## src/ipo_defs.vh

```
// register map, field positions and reset values of the bus pin override
`ifndef IPO_DEFS_VH
`define IPO_DEFS_VH

// register byte offsets (one aligned 32-bit word each)
`define IPO_OFS_CTRL      4'h0
`define IPO_OFS_LATCH     4'h4
`define IPO_OFS_DIR       4'h8
`define IPO_OFS_PINS      4'hc

// serial_bus_ctrl_reg fields
`define IPO_CTRL_EN_BIT   0
`define IPO_CTRL_PED_BIT  2
`define IPO_CTRL_PEC_BIT  3

// port latch / direction / pin level fields
`define IPO_DATA_BIT      0
`define IPO_CLK_BIT       1

// reset values
`define IPO_CTRL_RST      4'h0
`define IPO_LATCH_RST     2'h3
`define IPO_DIR_RST       2'h0

// bus answer latency in cycles of waitrequest high
`define IPO_WAIT_CYCLES   1

`endif

```

## src/ipo_sync3.v

```verilog
// three-stage input synchroniser with agreement filter
`timescale 1ns/1ps

module ipo_sync3 #(
   parameter WIDTH = 2
) (
   input  wire             clk_i,
   input  wire             srst_i,
   input  wire [WIDTH-1:0] async_i,
   input  wire [WIDTH-1:0] rst_val_i,
   output wire [WIDTH-1:0] level_o
);
   `include "ipo_defs.vh"

   reg [WIDTH-1:0] s1_q;   // metastability catcher, read only by s2
   reg [WIDTH-1:0] s2_q;   // second stage
   reg [WIDTH-1:0] s3_q;   // third stage
   reg [WIDTH-1:0] lvl_q;  // filtered level

   ////////////////////////////////////////////////////////////////////
   // shift chain; a change counts once stages two and three agree
   always @(posedge clk_i) begin
      if (srst_i) begin
         // idle level of the pins, so no false edge follows reset
         s1_q  <= rst_val_i;
         s2_q  <= rst_val_i;
         s3_q  <= rst_val_i;
         lvl_q <= rst_val_i;
      end else begin
         s1_q <= async_i;
         s2_q <= s1_q;
         s3_q <= s2_q;
         // bitwise agreement keeps a single-cycle glitch out
         lvl_q <= (s2_q & s3_q) | (lvl_q & (s2_q ^ s3_q));
      end
   end

   assign level_o = lvl_q;
endmodule

```

## src/ipo_pin_override.v

```verilog
// two-wire bus pin function select with avalon-mm register access
//
// Behaviour
// - override acts only while interface enabled
// - enabled interface always sees both pin levels
// - data override bit 2, clock bit 3
// - data override: data pin becomes port output
// - clock override: clock pin becomes port output
// - overridden pin driven from latch bit 0/1
// - pin level register reads actual bus levels
`timescale 1ns/1ps

module ipo_pin_override (
   input  wire        clk_i,
   input  wire        srst_i,
   // avalon-mm slave
   input  wire [3:0]  avs_address_i,
   input  wire        avs_read_i,
   input  wire        avs_write_i,
   input  wire [31:0] avs_writedata_i,
   input  wire [3:0]  avs_byteenable_i,
   output wire [31:0] avs_readdata_o,
   output wire        avs_waitrequest_o,
   // serial bus interface core side
   input  wire        iface_data_out_i,
   input  wire        iface_clock_out_i,
   output wire        iface_data_in_o,
   output wire        iface_clock_in_o,
   output wire        serial_bus_iface_enable_o,
   // bus_data_pin, open drain in bus mode
   input  wire        bus_data_pin_i,
   output wire        bus_data_pin_o,
   output wire        bus_data_pin_oe_o,
   // bus_clock_pin, open drain in bus mode
   input  wire        bus_clock_pin_i,
   output wire        bus_clock_pin_o,
   output wire        bus_clock_pin_oe_o
);
   `include "ipo_defs.vh"

   ////////////////////////////////////////////////////////////////////
   // state
   reg  [3:0]  ctrl_q;      // serial_bus_ctrl_reg low nibble
   reg  [1:0]  latch_q;     // port_latch_bit1..0
   reg  [1:0]  dir_q;       // port direction, 1 = output
   reg         ack_q;       // high in the answer cycle
   reg  [31:0] rdata_q;     // read data, loaded in the wait cycle
   reg  [31:0] rdata_d;     // read mux
   reg         data_o_q;    // registered data pin level
   reg         data_oe_q;   // registered data pin enable
   reg         clock_o_q;   // registered clock pin level
   reg         clock_oe_q;  // registered clock pin enable
   reg         data_o_d;
   reg         data_oe_d;
   reg         clock_o_d;
   reg         clock_oe_d;

   wire [1:0]  pin_lvl;     // filtered pin levels {clock, data}
   wire        req;         // any bus request
   wire        wr_now;      // write takes effect this edge
   wire        iface_en;    // interface enable bit
   wire        data_ovr;    // data pin port override, active
   wire        clock_ovr;   // clock pin port override, active

   ////////////////////////////////////////////////////////////////////
   // pin input synchronisers; pins idle high like a pulled-up bus
   // a pin change reaches the core and the pin register four edges later
   // chain resets to the idle bus level, so the core sees no false edge
   ipo_sync3 #(
      .WIDTH     (2)
   ) u_pin_sync (
      .clk_i     (clk_i),
      .srst_i    (srst_i),
      .async_i   ({bus_clock_pin_i, bus_data_pin_i}),
      .rst_val_i (2'h3),
      .level_o   (pin_lvl)
   );

   // interface inputs stay connected whatever the mode
   assign iface_data_in_o  = pin_lvl[`IPO_DATA_BIT];
   assign iface_clock_in_o = pin_lvl[`IPO_CLK_BIT];

   ////////////////////////////////////////////////////////////////////
   // avalon-mm handshake: one wait cycle, then the answer
   // waitrequest is combinational so the first request cycle always waits;
   // the fixed single wait lets read data come straight from a register
   assign req               = avs_read_i | avs_write_i;
   assign avs_waitrequest_o = req & ~ack_q;
   assign wr_now            = avs_write_i & ack_q;
   assign avs_readdata_o    = rdata_q;

   // ack toggles so that every request sees exactly one wait cycle
   always @(posedge clk_i) begin
      if (srst_i) begin
         ack_q <= 1'b0;
      end else begin
         ack_q <= req & ~ack_q;
      end
   end

   ////////////////////////////////////////////////////////////////////
   // read mux; only address bits 3:2 are decoded, so unaligned offsets read their word
   always @* begin
      rdata_d = 32'h0000_0000;
      case (avs_address_i[3:2])
         2'h0: begin
            rdata_d[3:0] = ctrl_q;
         end
         2'h1: begin
            rdata_d[1:0] = latch_q;
         end
         2'h2: begin
            rdata_d[1:0] = dir_q;
         end
         2'h3: begin
            // actual bus levels, independent of override bits
            rdata_d[1:0] = pin_lvl;
         end
         default: begin
            rdata_d = 32'h0000_0000;
         end
      endcase
   end

   // read data captured in the wait cycle so it stands at the answer
   always @(posedge clk_i) begin
      if (srst_i) begin
         rdata_q <= 32'h0000_0000;
      end else if (avs_read_i & ~ack_q) begin
         rdata_q <= rdata_d;
      end
   end

   ////////////////////////////////////////////////////////////////////
   // register writes, lane 0 only; other lanes hold reserved bits
   // a write with lane 0 disabled changes nothing
   // the pin level offset has no storage behind it
   always @(posedge clk_i) begin
      if (srst_i) begin
         ctrl_q  <= `IPO_CTRL_RST;
         latch_q <= `IPO_LATCH_RST;
         dir_q   <= `IPO_DIR_RST;
      end else if (wr_now & avs_byteenable_i[0]) begin
         case (avs_address_i[3:2])
            2'h0: begin
               // bit 1 reserved, kept zero
               ctrl_q <= avs_writedata_i[3:0] & 4'hd;
            end
            2'h1: begin
               latch_q <= avs_writedata_i[1:0];
            end
            2'h2: begin
               dir_q <= avs_writedata_i[1:0];
            end
            default: begin
               // pin level register is read only
               ctrl_q <= ctrl_q;
            end
         endcase
      end
   end

   ////////////////////////////////////////////////////////////////////
   // function select
   // enable bit also goes out to the core as its on/off control
   assign iface_en  = ctrl_q[`IPO_CTRL_EN_BIT];
   assign serial_bus_iface_enable_o = iface_en;
   // selects mean nothing while the interface is off
   assign data_ovr  = iface_en & ctrl_q[`IPO_CTRL_PED_BIT];
   assign clock_ovr = iface_en & ctrl_q[`IPO_CTRL_PEC_BIT];

   // pin drive per mode
   // three cases per pin:
   //   interface off      : direction and latch, plain port
   //   on, select clear   : open drain from the core output
   //   on, select set     : push-pull from the latch, core ignored
   // override forces drive whatever the direction bit says
   always @* begin
      data_o_d   = latch_q[`IPO_DATA_BIT];
      data_oe_d  = dir_q[`IPO_DATA_BIT];
      clock_o_d  = latch_q[`IPO_CLK_BIT];
      clock_oe_d = dir_q[`IPO_CLK_BIT];
      if (!iface_en) begin
         // plain port i/o under the direction register
         data_o_d   = latch_q[`IPO_DATA_BIT];
         data_oe_d  = dir_q[`IPO_DATA_BIT];
         clock_o_d  = latch_q[`IPO_CLK_BIT];
         clock_oe_d = dir_q[`IPO_CLK_BIT];
      end else begin
         if (data_ovr) begin
            // port output, interface data output ignored
            data_o_d  = latch_q[`IPO_DATA_BIT];
            data_oe_d = 1'b1;
         end else begin
            // open drain: only pull low, release for high
            data_o_d  = 1'b0;
            data_oe_d = ~iface_data_out_i;
         end
         if (clock_ovr) begin
            // port output, interface clock output ignored
            clock_o_d  = latch_q[`IPO_CLK_BIT];
            clock_oe_d = 1'b1;
         end else begin
            clock_o_d  = 1'b0;
            clock_oe_d = ~iface_clock_out_i;
         end
      end
   end

   ////////////////////////////////////////////////////////////////////
   // pin outputs from flops; costs one cycle, avoids mux glitches
   always @(posedge clk_i) begin
      if (srst_i) begin
         data_o_q   <= 1'b0;
         data_oe_q  <= 1'b0;
         clock_o_q  <= 1'b0;
         clock_oe_q <= 1'b0;
      end else begin
         data_o_q   <= data_o_d;
         data_oe_q  <= data_oe_d;
         clock_o_q  <= clock_o_d;
         clock_oe_q <= clock_oe_d;
      end
   end

   assign bus_data_pin_o     = data_o_q;
   assign bus_data_pin_oe_o  = data_oe_q;
   assign bus_clock_pin_o    = clock_o_q;
   assign bus_clock_pin_oe_o = clock_oe_q;
endmodule

```

## config.mk

```make
export PLATFORM = sky130hd
export DESIGN_NAME = ipo_pin_override
export DESIGN_NICKNAME = d
export VERILOG_FILES = /design/src/ipo_sync3.v /design/src/ipo_pin_override.v
export VERILOG_INCLUDE_DIRS = /design/src
export SDC_FILE = /design/constraint.sdc
export NUM_CORES = 1
export LEC_CHECK = 0
export BUFFER_PORTS_ARGS = -buffer_cell sky130_fd_sc_hd__buf_2
export CAP_MARGIN = 0
export CORE_MARGIN = 3
export CORE_UTILIZATION = 42
export CTS_CLUSTER_SIZE = 14
export DETAILED_ROUTE_END_ITERATION = 10
export HOLD_SLACK_MARGIN = 0.12
export PLACE_DENSITY = 0.95
export SYNTH_ARGS = -nofsm -noshare
export SYNTH_HDL_FRONTEND = slang
export SYNTH_SLANG_ARGS = --single-unit
```

## constraint.sdc

```tcl
create_clock -name clk_i -period 3.09 [get_ports clk_i]
set_input_delay 0.7725 -clock clk_i [delete_from_list [all_inputs] [get_ports clk_i]]
set_output_delay 0.7725 -clock clk_i [all_outputs]
set_load 0.1 [all_outputs]
```

Yosys cells after proc, flatten, opt, wreduce, memory -nomap -nowiden
Index checks and enable logic that the tools add are counted.
{"block": "totals", "reg_bits": 24, "latch_bits": 0, "ramBits": 0, "rom_bits": 0, "output_inout_bits": 40, "memories": 0}
{"block": "op_classes", "addsub": 0, "n_mul": 0, "div_mod_pow": 0, "order_cmp": 0, "eq_ne": 3, "shifts": 0, "mux": 10, "bitwise_logic": 14, "n_reduce_logical": 4}
{"operator": "two-way mux 1 bit", "count": 8}
{"operator": "one-hot mux 2 bit (4 select lines)", "count": 1}
{"operator": "bitwise AND 1 bit", "count": 6}
{"operator": "AND reduction 2 bit", "count": 3}
{"operator": "bitwise AND 2 bit", "count": 2}
{"operator": "equality test 2 bit (second input constant)", "count": 2}
{"operator": "NOT 1 bit", "count": 3}
{"operator": "equality test 2 x 1 -> 1 bit (second input constant)", "count": 1}
{"operator": "logical NOT 2 bit", "count": 1}
{"operator": "two-way mux 2 bit", "count": 1}
{"operator": "OR 2 bit", "count": 1}
{"operator": "bitwise XOR 2 bit", "count": 1}
{"operator": "OR 1 bit", "count": 1}

Logic depth before layout (Yosys ltp)
{"block": "depth", "word_depth": 3, "depth_mapped": 3, "depth_no_buf": 3}

Hierarchy
A second synthesis with hierarchy kept.
{"block": "hier_totals", "cells_unflattened": 132, "area_unflattened_um2": 1192.4}
{"mod": "ipo_pin_override", "n_inst": 1, "cells_each": 101, "area_per_inst_um2": 903.4, "seq_area_each_um2": 320.3}
{"mod": "ipo_sync3", "n_inst": 1, "cells_each": 31, "area_per_inst_um2": 289.0, "seq_area_each_um2": 160.2}

Least setup slack after synthesis
OpenSTA, ideal clock, no wires.
{"block": "synth_timing", "path_kind": "input -> output", "start": "input port avs_read_i", "end": "output port avs_waitrequest_o", "t_arrival_ns": 2.068, "required_ns": 2.318, "setup_slack_ns": 0.249, "cell_stages": 2, "path_cell_list": "nor2_1 nor2_1"}
{"block": "synth_via", "elab_chain_cells": 2}
{"element": "start, declared", "line_no": "ipo_pin_override.v:18", "source": "input wire avs_read_i,"}
{"element": "OR 1 bit", "line_no": "ipo_pin_override.v:87", "source": "assign req = avs_read_i | avs_write_i;"}
{"element": "bitwise AND 1 bit", "line_no": "ipo_pin_override.v:88", "source": "assign avs_waitrequest_o = req & ~ack_q;"}
{"element": "end, declared", "line_no": "ipo_pin_override.v:23", "source": "output wire avs_waitrequest_o,"}
Every way passes these cells.

Final worst setup path
Ends and elaborated chain as after synthesis.

==> results_dict.tcl <==
set metrics [dict create \
    p_per_area_nw_per_um2 635 \
    num_vias 765 \
    slew_violations 0 \
    cts_resized 0 \
    p_total_uw 784 \
    setup_viol 0 \
    via_per_inst 4.37 \
    clock_path_buffers 2 \
    netlist_instances 119 \
    wl_per_cell_um 10.3 \
    io_buffers 26 \
    clock-sinks 24 \
    clock_skew_ns 0.00892 \
    ys_ff_latch 24 \
    grt_usage 0.112 \
    clk_pin_slew_ns 0.12 \
    drc 0 \
    syn2layout_area_growth_pct 8.83 \
    drive_above_1_share 0.269 \
    status "finished, final reports clean" \
    firstDrtPassIters 4 \
    whs_ns 0.425 \
    synth.distinct_cells 23 \
    gr-total-overflow 0 \
    period_share 0.710 \
    min_path_type "reg -> reg" \
    clock.fmax_mhz 456 \
    fin_cells 175 \
    ys_seq_area_frac 0.424 \
    start_util 0.449 \
    grt_pass1_wl_um 2880 \
    antenna_left 0 \
    dp_hpwl_um 1430 \
    drtIter0Drc 2 \
    drt_wl_total_um 1800 \
    ir_drop_v 0.000356 \
    fin_util 0.489 \
    cap_violations 0 \
    rows 18 \
    cts-buffers-inserted 3 \
    p_leak_nw 0.547 \
    cp.arrival_ns 1.42 \
    cp.required_ns 2.32 \
    dp.cells 171 \
    netlist_area_um2 1130 \
    die_h_um 58.0 \
    cts_tree "yes" \
    period_needed_ns 2.20 \
    crit_path_end_kind "output pin" \
    synth_area_per_cell_um2 9.53 \
    nNetsFinal 196 \
    worstSetupPathType "in -> out" \
    io_pins 88 \
    finalHoldViolations 0 \
    root_buffer "clkbuf_4" \
    ys_warn_count 0 \
    grt_pass1_vias 664 \
    die_w_um 58.0 \
    start_kind "primary input" \
    rsz0062_at_grt "no" \
    antenna_found_initial 0 \
    htreeDepth 1 \
    gp_congestion 0.802 \
    cts.hold.buffers_added 0 \
    cts_setup_buffers 0 \
    n_antenna_cell 0 \
    core-area_um2 2520 \
    clock_latency_ns 0.32 \
    grt_start_max_net_pins 31 \
    cp_max_fo 3 \
    timing.setup.tns_ns 0 \
    fp.dieArea_um2 3360 \
]
-- per-layer routing --
layer  vias up  GRT usage  wire, um
met3         4     0.0535       192
met4         0     0.0464        19
met5         -          0         0
li1        386          -         -
met2        34      0.182       871
met1       341      0.124       717
-- sequential cells by signal, indices dropped and copies added (netlist names) --
signal,cells
ack_q,1
u_pin_sync.s2_q,2
bus_clock_pin_o,1
u_pin_sync.level_o,2
bus_clock_pin_oe_o,1
ctrl_q,3
avs_readdata_o,4
bus_data_pin_o,1
u_pin_sync.s1_q,2
bus_data_pin_oe_o,1
u_pin_sync.s3_q,2
dir_q,2
latch_q,2
-- cell families (layout without fill, tap and decap cells) --
logic type,Yosys count,in the layout,synth area share
and+or+nand+nor,44,44,0.214
buffers and inverters,31,30,0.195
DFF,24,24,0.424
muxes,9,9,0.0916
AOI/OAI and AO/OA,8,8,0.0497
adders and majority gates,2,2,0.0221
other,1,28,0.00331
-- Yosys cell counts --
cell type	number	area share
nor2_1	10	0.033
nand2_1	4	0.013
mux2_2	1	0.0099
nand2b_1	10	0.055
a211oi_1	2	0.013
a211o_1	2	0.015
buf_4	28	0.19
dfxtp_1	24	0.42
clkbuf_1	2	0.0066
ha_1	2	0.022
a221oi_1	1	0.0077
or2_2	6	0.033
nand3_1	3	0.013
nor3_1	2	0.0088
nor3b_1	3	0.020
nor3_2	1	0.0088
mux4_2	1	0.020
buf_1	1	0.0033
and2b_1	1	0.0066
nor2b_1	4	0.022
a21oi_1	3	0.013
mux2i_1	7	0.062
conb_1	1	0.0033
-- worst max-delay path, stage by stage --
cell and delay [ns]:
buf_2 0.10, nor2_1 0.05, nor2_1 0.07, buf_2 0.42
-- placed cells by master, fill, tap and decap left out, drive strengths merged, types with 2 or more instances in the layout --
| cell | Yosys | routed |
|---|---|---|
| clkbuf | 2 | 3 |
| buf | 29 | 26 |
| a21oi | 3 | 3 |
| nor2b | 4 | 4 |
| mux2i | 7 | 7 |
| conb | 1 | 28 |
| nand2 | 4 | 4 |
| dfxtp | 24 | 24 |
| nor3 | 3 | 3 |
| nand2b | 10 | 10 |
| ha | 2 | 2 |
| nor2 | 10 | 10 |
| a211o | 2 | 2 |
| a211oi | 2 | 2 |
| or2 | 6 | 6 |
| nor3b | 3 | 3 |
| nand3 | 3 | 3 |
-- through the flow --
step / worst slack, ns / area, um2
2_1_floorplan: 0.249 / 1230
3_3_place_gp: 0.903 / 1180
3_5_place_dp: 0.896 / 1180
4_1_cts: 0.891 / 1230
5_1_grt: 0.882 / 1230
6_report: 0.895 / 1230
-- layout make-up --
class | instances | area (um2)
Sequential cell | 24 | 480
Multi-Input combinational cell | 91 | 533
Timing Repair Buffer | 26 | 130
Fill cell | 261 | 1290
Tap cell | 30 | 37.5
Clock buffer | 3 | 22.5
Clock inverter | 1 | 30.0
-- power breakdown --
group | switching [mW] | internal, mW | leakage (nW)
sequential | 0.00467 | 0.319 | 0.196
combinational | 0.214 | 0.0238 | 0.323
clock | 0.0908 | 0.131 | 0.0279
total | 0.309 | 0.474 | 0.547
-- worst paths after layout --
kind                                         start            endpoint  slack (ns)  cells past startpoint
worst min-delay path            u_pin_sync.s1_q[1]  u_pin_sync.s2_q[1]        0.42                      1
worst max register to register               ack_q          latch_q[1]        1.85                      3
worst min register to register  u_pin_sync.s1_q[1]  u_pin_sync.s2_q[1]        0.42                      1
worst max-delay path                    avs_read_i   avs_waitrequest_o        0.89                      4
Note: power is estimated with default switching activity, not from simulation.
